[src/rtl/hgc_defines.svh]
// Offsets, field positions, reset values and timing of the headphone gain control.
// Assumes a 100 MHz core clock; included by bare name by the channel and top design files.
`ifndef HGC_DEFINES_SVH
`define HGC_DEFINES_SVH
`define HGC_OFS_LCTRL      8'h00
`define HGC_OFS_RCTRL      8'h04
`define HGC_OFS_TRIM       8'h08
`define HGC_OFS_MODE       8'h0c
`define HGC_OFS_KEY        8'h10
`define HGC_OFS_STAT       8'h14
// Main amplifier control word fields
`define HGC_CB_AMP_EN      0
`define HGC_CB_OUT_EN      1
`define HGC_CB_RAMP_EN     2
`define HGC_CB_ZC_EN       3
`define HGC_CB_MUTE        4
`define HGC_CB_MIN_GAIN    5
`define HGC_CB_GAIN_LSB    8
// Fine trim word: left at bit 0, right at bit 4; enable then 2-bit gain
`define HGC_TB_STRIDE      4
`define HGC_TB_GAIN_LSB    1
`define HGC_MB_DIFF        0
`define HGC_MB_RAIL        1
`define HGC_SUPPLY_KEY     8'hc3
`define HGC_GAIN_MIN       6'h15
`define HGC_GAIN_RST       6'h15
`define HGC_TRIM_MAX       2'h2
`define HGC_ZC_TIMEOUT_NS  100000000
`define HGC_CLK_PERIOD_NS  10
`define HGC_ZC_TIMEOUT_CYC (`HGC_ZC_TIMEOUT_NS / `HGC_CLK_PERIOD_NS)
`define HGC_RAMP_STEP_CYC  64
`endif

[src/rtl/hgc_pkg.sv]
// Types shared by the headphone gain control files.
// Assumes nothing beyond a SystemVerilog compiler.
package hgc_pkg;
    typedef struct packed {
        logic       min_gain;
        logic       mute;
        logic       zc_en;
        logic       ramp_en;
        logic       out_en;
        logic       amp_en;
        logic [5:0] gain;
    } hgc_ctrl_s;

    typedef struct packed {
        logic       en;
        logic [1:0] gain;
    } hgc_trim_s;

    typedef struct packed {
        logic       amp_en;
        logic       out_en;
        logic       mute;
        logic       fine_en;
        logic [1:0] fine_gain;
        logic [5:0] gain;
        logic [1:0] sub;
    } hgc_drive_s;

    typedef enum logic [1:0] {
        HGC_IDLE = 2'b00,
        HGC_RAMP = 2'b01,
        HGC_ZCW  = 2'b11
    } hgc_state_e;
endpackage : hgc_pkg

[src/rtl/hgc_channel.sv]
// One channel's main amplifier gain engine: direct, ramped or zero-cross updates.
// Assumes control from same-clock registers; the zero-cross pin is asynchronous.
`include "hgc_defines.svh"
module hgc_channel #(
    parameter int TIMEOUT_CYC = `HGC_ZC_TIMEOUT_CYC,
    parameter int STEP_CYC    = `HGC_RAMP_STEP_CYC
) (
    input  wire logic              clk_in,
    input  wire logic              rst_n_in,
    input  wire hgc_pkg::hgc_ctrl_s ctrl_in,
    input  wire logic              zc_pin_in,
    output logic [5:0]             gain_out,
    output logic [1:0]             sub_out,
    output logic                   busy_out
);
    import hgc_pkg::*;
    localparam int TW = $clog2(TIMEOUT_CYC + STEP_CYC + 1);

    hgc_state_e  state_ff, nxt_state;
    logic [5:0]  gain_ff, nxt_gain;
    logic [1:0]  sub_ff, nxt_sub;
    logic        dir_ff, nxt_dir;
    logic [TW-1:0] timer_ff, nxt_timer;
    logic        meta_ff, sync_ff, sign_ff;

    // Reserved codes clamp to the lowest gain; see RULE19
    wire [5:0] clamped  = (ctrl_in.gain < `HGC_GAIN_MIN) ? `HGC_GAIN_MIN : ctrl_in.gain;
    wire [5:0] target   = ctrl_in.min_gain ? `HGC_GAIN_MIN : clamped; // see RULE14 see RULE15
    wire       differ   = target != gain_ff;
    wire       zc_seen  = sync_ff != sign_ff;
    wire       tick     = timer_ff == TW'(STEP_CYC - 1);
    wire       expire   = timer_ff == TW'(TIMEOUT_CYC - 1);
    wire [5:0] stepped  = dir_ff ? gain_ff + 6'h01 : gain_ff - 6'h01;

    always_comb begin
        nxt_state = state_ff;
        nxt_gain  = gain_ff;
        nxt_sub   = sub_ff;
        nxt_dir   = dir_ff;
        nxt_timer = '0;
        case (state_ff)
            HGC_IDLE: begin
                if (differ && ctrl_in.ramp_en) begin
                    nxt_state = HGC_RAMP;            // see RULE9
                end else if (differ && ctrl_in.zc_en) begin
                    nxt_state = HGC_ZCW;
                end else begin
                    nxt_gain = target;
                end
            end
            HGC_RAMP: begin
                if (!tick) begin
                    nxt_timer = timer_ff + TW'(1);
                end else if (sub_ff == 2'h3) begin
                    nxt_sub  = 2'h0;
                    nxt_gain = stepped;              // see RULE8
                end else if (sub_ff == 2'h0 && !differ) begin
                    nxt_state = HGC_IDLE;
                end else begin
                    if (sub_ff == 2'h0) begin
                        nxt_dir = target > gain_ff;
                    end
                    nxt_sub = sub_ff + 2'h1;         // see RULE10
                end
            end
            HGC_ZCW: begin
                if (ctrl_in.ramp_en) begin
                    nxt_state = HGC_RAMP;            // see RULE9
                end else if (zc_seen || expire || !ctrl_in.zc_en) begin
                    nxt_gain  = target;              // see RULE11 see RULE12
                    nxt_state = HGC_IDLE;
                end else begin
                    nxt_timer = timer_ff + TW'(1);
                end
            end
            default: begin
                nxt_state = HGC_IDLE;
            end
        endcase
    end

    always_ff @(posedge clk_in or negedge rst_n_in) begin
        if (!rst_n_in) begin
            state_ff <= HGC_IDLE;
            gain_ff  <= `HGC_GAIN_RST;
            sub_ff   <= 2'h0;
            dir_ff   <= 1'b0;
            timer_ff <= '0;
            meta_ff  <= 1'b0;
            sync_ff  <= 1'b0;
            sign_ff  <= 1'b0;
        end else begin
            state_ff <= nxt_state;
            gain_ff  <= nxt_gain;
            sub_ff   <= nxt_sub;
            dir_ff   <= nxt_dir;
            timer_ff <= nxt_timer;
            meta_ff  <= zc_pin_in;
            sync_ff  <= meta_ff;
            sign_ff  <= sync_ff;
        end
    end

    assign gain_out = gain_ff;
    assign sub_out  = sub_ff;
    assign busy_out = state_ff != HGC_IDLE;

    property p_ramp_step;
        @(posedge clk_in) disable iff (!rst_n_in)
        (state_ff == HGC_RAMP && tick && sub_ff == 2'h3)
            |=> (gain_ff == $past(gain_ff) + 6'h01 || gain_ff == $past(gain_ff) - 6'h01);
    endproperty
    a_ramp_step: assert property (p_ramp_step) else $error("ramp moved more than one code"); // see RULE8
    property p_ramp_wins;
        @(posedge clk_in) disable iff (!rst_n_in)
        (state_ff == HGC_IDLE && differ && ctrl_in.ramp_en && ctrl_in.zc_en)
            |=> (state_ff == HGC_RAMP) ##1 (gain_ff == $past(gain_ff));
    endproperty
    a_ramp_wins: assert property (p_ramp_wins) else $error("ramp did not override zero cross"); // see RULE9
    property p_sub_only_ramp;
        @(posedge clk_in) disable iff (!rst_n_in)
        (sub_ff != 2'h0) |-> (state_ff == HGC_RAMP);
    endproperty
    a_sub_only_ramp: assert property (p_sub_only_ramp) else $error("sub step outside ramp"); // see RULE10
    property p_zc_hold;
        @(posedge clk_in) disable iff (!rst_n_in)
        (state_ff == HGC_ZCW && !zc_seen && !expire && ctrl_in.zc_en && !ctrl_in.ramp_en)
            |=> $stable(gain_ff);
    endproperty
    a_zc_hold: assert property (p_zc_hold) else $error("gain changed before zero cross"); // see RULE11
    property p_timeout;
        @(posedge clk_in) disable iff (!rst_n_in)
        (state_ff == HGC_ZCW && expire && !ctrl_in.ramp_en) |=> (state_ff == HGC_IDLE);
    endproperty
    a_timeout: assert property (p_timeout) else $error("timeout did not apply gain"); // see RULE12
    property p_min_direct;
        @(posedge clk_in) disable iff (!rst_n_in)
        (state_ff == HGC_IDLE && ctrl_in.min_gain && !ctrl_in.ramp_en && !ctrl_in.zc_en)
            |=> (gain_ff == `HGC_GAIN_MIN);
    endproperty
    a_min_direct: assert property (p_min_direct) else $error("minimum gain not applied"); // see RULE14
    property p_no_reserved;
        @(posedge clk_in) disable iff (!rst_n_in)
        (gain_ff >= `HGC_GAIN_MIN);
    endproperty
    a_no_reserved: assert property (p_no_reserved) else $error("reserved gain code applied"); // see RULE19
endmodule : hgc_channel

[src/rtl/hgc_top.sv]
// Headphone gain control: AHB-Lite register slave, two gain engines, drive outputs.
// Assumes one 100 MHz clock, single word transfers, and asynchronous zero-cross pins.
//
// Contract
// RULE1: Fine trim enabled by bit, -1..0 dB
// RULE2: Fine trim change applies at once
// RULE3: Right fine trim mirrors left, own controls
// RULE4: Software sets differential mode before use
// RULE5: Single-rail bit writable after key 0xC3
// RULE6: Amplifier and output stage enabled separately
// RULE7: Six-bit code, 1.5 dB steps, -57..+6
// RULE8: Ramp walks through every intermediate code
// RULE9: Ramp overrides zero-cross synchronisation
// RULE10: Ramp adds finer sub-steps between codes
// RULE11: Zero-cross mode holds change until crossing
// RULE12: Fixed 0.1 s timeout applies pending change
// RULE13: Mute bit silences main amplifier
// RULE14: Minimum-gain bit forces lowest gain
// RULE15: Minimum gain uses ramp or zero-cross
// RULE16: Right main amplifier mirrors left, own controls
// RULE17: Combined path -58..+6 dB, 0.5 dB
// RULE18: Non-key write keeps single-rail bit locked
// RULE19: Reserved main gain codes clamp to -57
`include "hgc_defines.svh"
module hgc_top #(
    parameter int ZC_TIMEOUT_CYC = `HGC_ZC_TIMEOUT_CYC,
    parameter int RAMP_STEP_CYC  = `HGC_RAMP_STEP_CYC
) (
    input  wire logic                    clk_in,
    input  wire logic                    rst_n_in,
    input  wire logic                    hsel_in,
    input  wire logic [31:0]             haddr_in,
    input  wire logic [1:0]              htrans_in,
    input  wire logic                    hwrite_in,
    input  wire logic [2:0]              hsize_in,
    input  wire logic [31:0]             hwdata_in,
    input  wire logic                    hready_in,
    output logic                         hreadyout_out,
    output logic [31:0]                  hrdata_out,
    output logic                         hresp_out,
    input  wire logic [1:0]              zc_pin_in,
    output hgc_pkg::hgc_drive_s [1:0]    drive_out,
    output logic                         differential_output_select_out,
    output logic                         single_rail_select_out
);
    import hgc_pkg::*;

    ////////////////////////////////////////////////////////////////////////////////
    // Bus address phase

    logic [7:0]  addr_ff;
    logic        wr_pend_ff;
    logic        rd_pend_ff;
    logic        hreadyout_ff;
    logic [31:0] hrdata_ff;

    wire        take     = hsel_in && hready_in && htrans_in[1];
    wire        in_range = haddr_in[31:8] == 24'h0;
    wire        word_ok  = hsize_in == 3'h2;
    // Anything outside the map decodes to an address that matches no register
    wire [7:0]  nxt_addr = (in_range && word_ok) ? haddr_in[7:0] : 8'hff;

    always_ff @(posedge clk_in or negedge rst_n_in) begin
        if (!rst_n_in) begin
            addr_ff    <= 8'hff;
            wr_pend_ff <= 1'b0;
            rd_pend_ff <= 1'b0;
        end else begin
            if (take) begin
                addr_ff <= nxt_addr;
            end
            wr_pend_ff <= take && hwrite_in;
            rd_pend_ff <= take && !hwrite_in;
        end
    end

    ////////////////////////////////////////////////////////////////////////////////
    // Write decode

    wire wr_trim = wr_pend_ff && addr_ff == `HGC_OFS_TRIM;
    wire wr_mode = wr_pend_ff && addr_ff == `HGC_OFS_MODE;
    wire wr_key  = wr_pend_ff && addr_ff == `HGC_OFS_KEY;
    wire key_hit = hwdata_in[7:0] == `HGC_SUPPLY_KEY;

    ////////////////////////////////////////////////////////////////////////////////
    // Supply mode and key

    logic diff_ff;
    logic rail_ff;
    logic unlock_ff;

    always_ff @(posedge clk_in or negedge rst_n_in) begin
        if (!rst_n_in) begin
            diff_ff   <= 1'b0;
            rail_ff   <= 1'b0;
            unlock_ff <= 1'b0;
        end else begin
            if (wr_mode) begin
                diff_ff <= hwdata_in[`HGC_MB_DIFF];   // see RULE4
            end
            if (wr_mode && unlock_ff) begin
                rail_ff <= hwdata_in[`HGC_MB_RAIL];   // see RULE5
            end
            // One key opens one write; a wrong key or any mode write relocks
            if (wr_key) begin
                unlock_ff <= key_hit;                 // see RULE5 see RULE18
            end else if (wr_mode) begin
                unlock_ff <= 1'b0;                    // see RULE18
            end
        end
    end

    ////////////////////////////////////////////////////////////////////////////////
    // Per channel registers, engines and drive

    hgc_ctrl_s   ctrl_ff  [2];
    hgc_trim_s   trim_ff  [2];
    hgc_drive_s  drive_ff [2];
    logic [5:0]  eng_gain [2];
    logic [1:0]  eng_sub  [2];
    logic        eng_busy [2];
    logic [7:0]  total    [2];
    logic [1:0]  busy_ff;

    genvar ch;
    generate
        for (ch = 0; ch < 2; ch++) begin : g_ch
            localparam logic [7:0] OFS = `HGC_OFS_LCTRL + 8'(4 * ch);
            localparam int         TB  = `HGC_TB_STRIDE * ch;

            wire       wr_ctrl  = wr_pend_ff && addr_ff == OFS;
            wire [1:0] trim_raw = hwdata_in[TB + `HGC_TB_GAIN_LSB +: 2];
            // Spare trim code has no meaning; clamp it to 0 dB
            wire [1:0] trim_new = (trim_raw > `HGC_TRIM_MAX) ? `HGC_TRIM_MAX : trim_raw;
            // Half-dB steps above -58 dB: three per main code plus the trim
            wire [7:0] main_idx = {2'h0, eng_gain[ch]} - {2'h0, `HGC_GAIN_MIN};

            assign total[ch] = 8'(main_idx * 8'h03) + {6'h0, drive_ff[ch].fine_gain}; // see RULE17

            always_ff @(posedge clk_in or negedge rst_n_in) begin
                if (!rst_n_in) begin
                    ctrl_ff[ch] <= '{gain: `HGC_GAIN_RST, default: 1'b0};
                end else if (wr_ctrl) begin
                    ctrl_ff[ch].amp_en   <= hwdata_in[`HGC_CB_AMP_EN];   // see RULE6
                    ctrl_ff[ch].out_en   <= hwdata_in[`HGC_CB_OUT_EN];   // see RULE6
                    ctrl_ff[ch].ramp_en  <= hwdata_in[`HGC_CB_RAMP_EN];
                    ctrl_ff[ch].zc_en    <= hwdata_in[`HGC_CB_ZC_EN];
                    ctrl_ff[ch].mute     <= hwdata_in[`HGC_CB_MUTE];
                    ctrl_ff[ch].min_gain <= hwdata_in[`HGC_CB_MIN_GAIN];
                    ctrl_ff[ch].gain     <= hwdata_in[`HGC_CB_GAIN_LSB +: 6]; // see RULE7
                end
            end

            always_ff @(posedge clk_in or negedge rst_n_in) begin
                if (!rst_n_in) begin
                    trim_ff[ch] <= '0;
                end else if (wr_trim) begin
                    trim_ff[ch].en   <= hwdata_in[TB];     // see RULE1 see RULE3
                    trim_ff[ch].gain <= trim_new;          // see RULE1 see RULE3
                end
            end

            // Same engine for both sides keeps left and right identical
            hgc_channel #(
                .TIMEOUT_CYC (ZC_TIMEOUT_CYC),
                .STEP_CYC    (RAMP_STEP_CYC)
            ) u_chan (
                .clk_in    (clk_in),
                .rst_n_in  (rst_n_in),
                .ctrl_in   (ctrl_ff[ch]),
                .zc_pin_in (zc_pin_in[ch]),
                .gain_out  (eng_gain[ch]),
                .sub_out   (eng_sub[ch]),
                .busy_out  (eng_busy[ch])
            ); // see RULE16

            // Trim goes straight through, no zero-cross wait and no ramp
            always_ff @(posedge clk_in or negedge rst_n_in) begin
                if (!rst_n_in) begin
                    drive_ff[ch] <= '{gain: `HGC_GAIN_RST, default: 1'b0};
                    busy_ff[ch]  <= 1'b0;
                end else begin
                    drive_ff[ch].amp_en    <= ctrl_ff[ch].amp_en;   // see RULE6
                    drive_ff[ch].out_en    <= ctrl_ff[ch].out_en;   // see RULE6
                    drive_ff[ch].mute      <= ctrl_ff[ch].mute;     // see RULE13
                    drive_ff[ch].fine_en   <= trim_ff[ch].en;       // see RULE1
                    drive_ff[ch].fine_gain <= trim_ff[ch].gain;     // see RULE2
                    drive_ff[ch].gain      <= eng_gain[ch];         // see RULE7
                    drive_ff[ch].sub       <= eng_sub[ch];          // see RULE10
                    busy_ff[ch]            <= eng_busy[ch];
                end
            end

            assign drive_out[ch] = drive_ff[ch];
        end
    endgenerate

    ////////////////////////////////////////////////////////////////////////////////
    // Read data

    wire [31:0] rd_lctrl = {18'h0, ctrl_ff[0].gain, 2'h0,
                            ctrl_ff[0].min_gain, ctrl_ff[0].mute, ctrl_ff[0].zc_en,
                            ctrl_ff[0].ramp_en, ctrl_ff[0].out_en, ctrl_ff[0].amp_en};
    wire [31:0] rd_rctrl = {18'h0, ctrl_ff[1].gain, 2'h0,
                            ctrl_ff[1].min_gain, ctrl_ff[1].mute, ctrl_ff[1].zc_en,
                            ctrl_ff[1].ramp_en, ctrl_ff[1].out_en, ctrl_ff[1].amp_en};
    wire [31:0] rd_trim  = {25'h0, trim_ff[1].gain, trim_ff[1].en,
                            1'b0, trim_ff[0].gain, trim_ff[0].en};
    wire [31:0] rd_mode  = {30'h0, rail_ff, diff_ff};
    wire [31:0] rd_key   = {31'h0, unlock_ff};
    // Status shows applied state, not the requested settings
    wire [31:0] rd_stat  = {14'h0, busy_ff, total[1], total[0]};

    wire [31:0] rd_mux =
        (addr_ff == `HGC_OFS_LCTRL) ? rd_lctrl :
        (addr_ff == `HGC_OFS_RCTRL) ? rd_rctrl :
        (addr_ff == `HGC_OFS_TRIM)  ? rd_trim  :
        (addr_ff == `HGC_OFS_MODE)  ? rd_mode  :
        (addr_ff == `HGC_OFS_KEY)   ? rd_key   :
        (addr_ff == `HGC_OFS_STAT)  ? rd_stat  : 32'h0;

    ////////////////////////////////////////////////////////////////////////////////
    // Bus data phase
    // Reads take one wait state so a write just before is already visible

    always_ff @(posedge clk_in or negedge rst_n_in) begin
        if (!rst_n_in) begin
            hreadyout_ff <= 1'b1;
            hrdata_ff    <= 32'h0;
        end else begin
            if (take && !hwrite_in) begin
                hreadyout_ff <= 1'b0;
            end else if (rd_pend_ff) begin
                hreadyout_ff <= 1'b1;
                hrdata_ff    <= rd_mux;
            end
        end
    end

    assign hreadyout_out                   = hreadyout_ff;
    assign hrdata_out                      = hrdata_ff;
    assign hresp_out                       = 1'b0;
    assign differential_output_select_out  = diff_ff;
    assign single_rail_select_out          = rail_ff;

    ////////////////////////////////////////////////////////////////////////////////
    // Checks

    property p_locked;
        @(posedge clk_in) disable iff (!rst_n_in)
        (wr_mode && !unlock_ff) |=> $stable(rail_ff) && !unlock_ff;
    endproperty
    a_locked: assert property (p_locked) else $error("locked supply bit changed"); // see RULE18

    property p_relock;
        @(posedge clk_in) disable iff (!rst_n_in)
        (wr_key && !key_hit) |=> !unlock_ff;
    endproperty
    a_relock: assert property (p_relock) else $error("wrong key unlocked"); // see RULE18

    property p_rail_open;
        @(posedge clk_in) disable iff (!rst_n_in)
        (wr_mode && unlock_ff)
            |=> (rail_ff == $past(hwdata_in[`HGC_MB_RAIL])) && !unlock_ff;
    endproperty
    a_rail_open: assert property (p_rail_open) else $error("rail bit lost"); // see RULE5

    property p_diff;
        @(posedge clk_in) disable iff (!rst_n_in)
        wr_mode |=> (diff_ff == $past(hwdata_in[`HGC_MB_DIFF]));
    endproperty
    a_diff: assert property (p_diff) else $error("mode bit not stored"); // see RULE4

    property p_unlock;
        @(posedge clk_in) disable iff (!rst_n_in)
        (wr_key && key_hit) |=> unlock_ff;
    endproperty
    a_unlock: assert property (p_unlock) else $error("key did not unlock"); // see RULE5

    property p_fine_now;
        @(posedge clk_in) disable iff (!rst_n_in)
        wr_trim |=> ##1 (drive_ff[0].fine_gain == $past(trim_ff[0].gain)
                         && drive_ff[1].fine_gain == $past(trim_ff[1].gain));
    endproperty
    a_fine_now: assert property (p_fine_now) else $error("fine trim delayed"); // see RULE2

    property p_fine_en;
        @(posedge clk_in) disable iff (!rst_n_in)
        wr_trim |=> ##1 (drive_ff[0].fine_en == $past(trim_ff[0].en)
                         && drive_ff[1].fine_en == $past(trim_ff[1].en));
    endproperty
    a_fine_en: assert property (p_fine_en) else $error("fine enable delayed"); // see RULE1

    property p_trim_legal;
        @(posedge clk_in) disable iff (!rst_n_in)
        wr_trim |=> (trim_ff[0].gain <= `HGC_TRIM_MAX)
                    && (trim_ff[1].gain <= `HGC_TRIM_MAX);
    endproperty
    a_trim_legal: assert property (p_trim_legal) else $error("trim code 3 kept"); // see RULE3

    property p_read_wait;
        @(posedge clk_in) disable iff (!rst_n_in)
        (take && !hwrite_in) |=> !hreadyout_ff ##1 hreadyout_ff;
    endproperty
    a_read_wait: assert property (p_read_wait) else $error("read answer timing wrong");

    property p_write_fast;
        @(posedge clk_in) disable iff (!rst_n_in)
        (take && hwrite_in) |=> hreadyout_ff;
    endproperty
    a_write_fast: assert property (p_write_fast) else $error("write stalled");

    property p_mute;
        @(posedge clk_in) disable iff (!rst_n_in)
        (ctrl_ff[0].mute || ctrl_ff[1].mute)
            |=> (drive_ff[0].mute == $past(ctrl_ff[0].mute))
                && (drive_ff[1].mute == $past(ctrl_ff[1].mute));
    endproperty
    a_mute: assert property (p_mute) else $error("mute not driven"); // see RULE13

    property p_enables;
        @(posedge clk_in) disable iff (!rst_n_in)
        ctrl_ff[1].amp_en
            |=> drive_ff[1].amp_en && (drive_ff[1].out_en == $past(ctrl_ff[1].out_en));
    endproperty
    a_enables: assert property (p_enables) else $error("stage enables lost"); // see RULE6
endmodule : hgc_top

[config.mk]
export PLATFORM = sky130hd
export DESIGN_NAME = hgc_top
export DESIGN_NICKNAME = d
export VERILOG_FILES = /design/src/rtl/hgc_pkg.sv /design/src/rtl/hgc_channel.sv /design/src/rtl/hgc_top.sv
export VERILOG_INCLUDE_DIRS = /design/src /design/src/rtl
export SDC_FILE = /design/constraint.sdc
export NUM_CORES = 1
export LEC_CHECK = 0
export BUFFER_PORTS_ARGS = -buffer_cell sky130_fd_sc_hd__buf_2
export CORE_MARGIN = 4
export CORE_UTILIZATION = 35
export DETAILED_ROUTE_END_ITERATION = 16
export PLACE_DENSITY_LB_ADDON = 0.25
export SLEW_MARGIN = 0
export SYNTH_ARGS = -nofsm -noshare
export SYNTH_HDL_FRONTEND = slang
export SYNTH_SLANG_ARGS = --single-unit
[constraint.sdc]
create_clock -name clk_in -period 2.8 [get_ports clk_in]
set_clock_uncertainty 0.1 [all_clocks]
set_input_delay 0.42 -clock clk_in [delete_from_list [all_inputs] [get_ports clk_in]]
set_output_delay 0.42 -clock clk_in [all_outputs]
set_load 0.02 [all_outputs]
==> results by group <==
Synth
  – Mapped cell area: about 9100 um2
  – Post-synth top cells: dfrtp_1, nor2_1, nand2_1, ha_1, o21ai_0
  – Ys Warns: 0
  – Share of the synthesized area in the top cell type: 0.387
  – Synth top area cells: dfrtp_1, dfstp_2, ha_1
  – Mapped Avg Cell Area: just over 10 um2
  – Share of the yosys chip area belonging to registers: 0.465
  – Post-synth EDFFs: 0
  – FF+latch count, synth: between 150 and 200
  – Top_reg_cell synth: dfrtp_1
  – Top cell type by total area after synthesis: dfrtp_1
  – Synth unique cells: between 60 and 70
  – Async SR Flop Fraction: 1.00
  – Count leader, synth: dfrtp_1
  – Post-Syn Instances: 889

Power
  – IR drop worst, VDD: roughly 0.67 mV
  – Pleak: ~5.4 nW
  – Power density over cell area: 1060 nW/um2

Floorplan
  – Die width: 169 um
  – # IOs: 140
  – Die height: 169 um
  – Starting Density: 0.359
  – Row cnt: 58
  – Die ar.: about 29000 um2
  – Core Area: ~25000 um2

Setup path
  – Reg2reg end: g_ch[0].u_chan.gain_out[1]$_DFFE_PN0P_
  – Crit path max fanout: 7
  – R2r worst-path depth: 12
  – Worst EP required: 3020 ps
  – Crit path DAT: 3110 ps
  – Kind of critical path: reg2reg
  – Reg-to-reg startpoint: ctrl_ff[14]$_DFFE_PN1P_
  – Crit path max-delay family: compound AO/OA/AOI/OAI gates
  – Worst Setup End Kind: flop
  – Worst-path cell chain: o21a_1 -> o21ai_2 -> a21oi_2 -> nand2b_1 -> ha_1 -> and4_4 -> a41oi_2 -> a311o_1 -> or3b_4 -> buf_4 -> a211oi_2 -> a21oi_1
  – Buf/Inv on CP: 1
  – Setup slack, reg-to-reg: -90 ps
  – Slowest cell delay on critical path: 520 ps
  – Slowest-stage cell, CP: dfstp_2
  – Crit path launch type: flop

Drt
  – Vias per Instance: a little under 5
  – Detailed Route WL: about 22000 um
  – Antenna Violating Nets Remaining: 0
  – Vias: between 7000 and 8000
  – Initial detailed-routing violation count: 312
  – First-pass DRT Iterations: 4
  – Remaining routing DRC violations: 0
  – WL/cell: approximately 16 um

Hold path
  – Hold path start: hwrite_in
  – Hold WC Path Type: in2reg
  – Hold depth: 2
  – Worst hold path endpoint: rd_pend_ff$_DFF_PN0_

Clock network
  – Root buf cell: clkbuf_16
  – Clock Sinks: 168
  – CTS tree: yes
  – Clock transition at the registers of the reported paths: ~70 ps
  – CTS Buf Count: 17
  – Worst skew pair latency: 430 ps
  – H-tree lvl count: 4
  – Clk buf depth: 2

Flow run
  – Max cap viols: 0

Timing
  – Worst setup margin: -94.5 ps
  – Worst-Margin Slew: ~630 ps
  – Final Hold Viols: 0
  – RSZ-0062 raised after global routing: yes
  – Final setup fails: 4
  – WHS: 98.3 ps
  – Slew Viols, Final: 0
  – Max_slew headroom: 0.574
  – Max Fclk: around 350 MHz
  – Fin crit period: slightly below 3000 ps
  – Crit share post-route: 1.03

Place
  – Dpl hpwl: approximately 16000 um
  – GP Congestion: about 0.8
  – Pre-CTS WS: -152 ps
  – Port Buffers: approximately 110

Cells and area
  – ANT cells: 0
  – Area of the multi-input gates: slightly below 5000 um2
  – Fillers: 2439
  – Register Area: ~4200 um2
  – Final nets: between 1000 and 1500
  – Share of layout cells above drive strength 1: 0.333
  – Area grow syn2layout: 27.4%

GRT
  – Vias in the first global route: 6950
  – Gr ovfl total: 0
  – Largest net degree at the start of global routing: between 60 and 70
  – First-pass GRT wire length: approximately 36000 um
  – Tot GR Track Use: 0.155
  – Initial antenna violation count: 1

Outcome
  – Violations in the final reports: setup timing
  – Status: complete, but fails checks
## what timing repair did
item                                    in CTS  in global routing
endpoints found under the setup margin      19                 23
hold buffers                                 3                  0
pin swaps                                   35                 36
setup buffers                               15                  7
gates resized for setup                     27                 49
hold endpoints to repair                    44                  0
gates cloned                                 0                  0
## cell usage in the layout (no fill, tap or decap), types with 13 or more instances in the layout
cell type,synthesis,final
clkbuf_16,0,17
mux2_4,11,15
xnor2_1,40,34
a21oi_1,32,29
ha_1,56,47
nand2_1,58,56
nand3_1,32,31
dfstp_2,27,27
o21ai_0,53,40
nand4_1,13,13
xor2_1,34,34
mux2_2,28,24
inv_1,52,46
buf_4,15,81
nor2_1,94,92
nor4_1,16,15
conb_1,1,15
buf_2,4,104
and3_1,17,16
dfrtp_1,141,141
## stage by stage
stage | util | area (um2) | instances | TNS (ps) | power (mW)
floorplan | - | 9230 | 903 | -41.5 | 6.72
global placement | 0.414 | 10500 | 1374 | -846 | 8.47
detailed placement | 0.414 | 10500 | 1374 | -1440 | 8.50
CTS | 0.447 | 11300 | 1423 | -370 | 11.6
global route | 0.457 | 11600 | 1428 | -1880 | 13.3
finish | 0.457 | 11600 | 1428 | -295 | 12.3
## metal layers
layer | wire [um] | track usage | vias up
met1 | 10800 | 0.222 | 3433
met2 | 10600 | 0.246 | 92
met5 | 11 | 0 | -
met4 | 258 | 0.0396 | 2
li1 | - | - | 3477
met3 | 688 | 0.0261 | 22
## sequential cells by signal, indices dropped and copies added, names as in the netlist, 4 cells and up
register and flops:
rd_trim 6, ctrl_ff 24, g_ch.u_chan.sub_out 4, g_ch.u_chan.timer_ff 48
g_ch.u_chan.state_ff 4, addr_ff 8, drive_out 28, g_ch.u_chan.gain_out 12
hrdata_out 18
## power by group
part	internal (mW)	switching, mW
registers	2.76	0.199
clock network	1.34	1.07
logic	3.62	3.34
total	7.72	4.61
## cells by family (layout without fill, tap and decap cells)
family / Yosys count / count (layout) / share of synthesized area
compound gates: 151 / 151 / 0.104
xor+xnor: 74 / 74 / 0.0711
other cells: 1 / 15 / 0.000411
mux: 49 / 49 / 0.0638
flops: 168 / 168 / 0.465
buf+inv: 89 / 284 / 0.0442
simple gates: 297 / 297 / 0.166
fa+ha+maj: 60 / 60 / 0.0857
## area by class of cell
class	count	area share
Timing Repair Buffer	199	0.111
Sequential cell	168	0.365
Inverter	53	0.0171
Tap cell	330	0.0355
Multi-Input combinational cell	646	0.420
Clock buffer	18	0.0369
Clock inverter	14	0.0140
## how the worst max path moves through the flow
stage,startpoint,end,slack (ps),depth (start not counted)
after floorplan,g_ch[1].u_chan.gain_out[0]$_DFFE_PN1P_,hrdata_out[15]$_DFFE_PN0P_,-20,13
after global placement,ctrl_ff[14]$_DFFE_PN1P_,g_ch[0].u_chan.gain_out[5]$_DFFE_PN0P_,-130,11
after detailed placement,g_ch[1].u_chan.gain_out[0]$_DFFE_PN1P_,hrdata_out[15]$_DFFE_PN0P_,-150,13
after CTS,ctrl_ff[14]$_DFFE_PN1P_,g_ch[0].u_chan.gain_out[5]$_DFFE_PN0P_,-110,11
after global routing,ctrl_ff[12]$_DFFE_PN1P_,g_ch[0].u_chan.gain_out[1]$_DFFE_PN0P_,-240,12
final,ctrl_ff[14]$_DFFE_PN1P_,g_ch[0].u_chan.gain_out[1]$_DFFE_PN0P_,-90,12
Note: power is estimated with default switching activity, not from simulation.
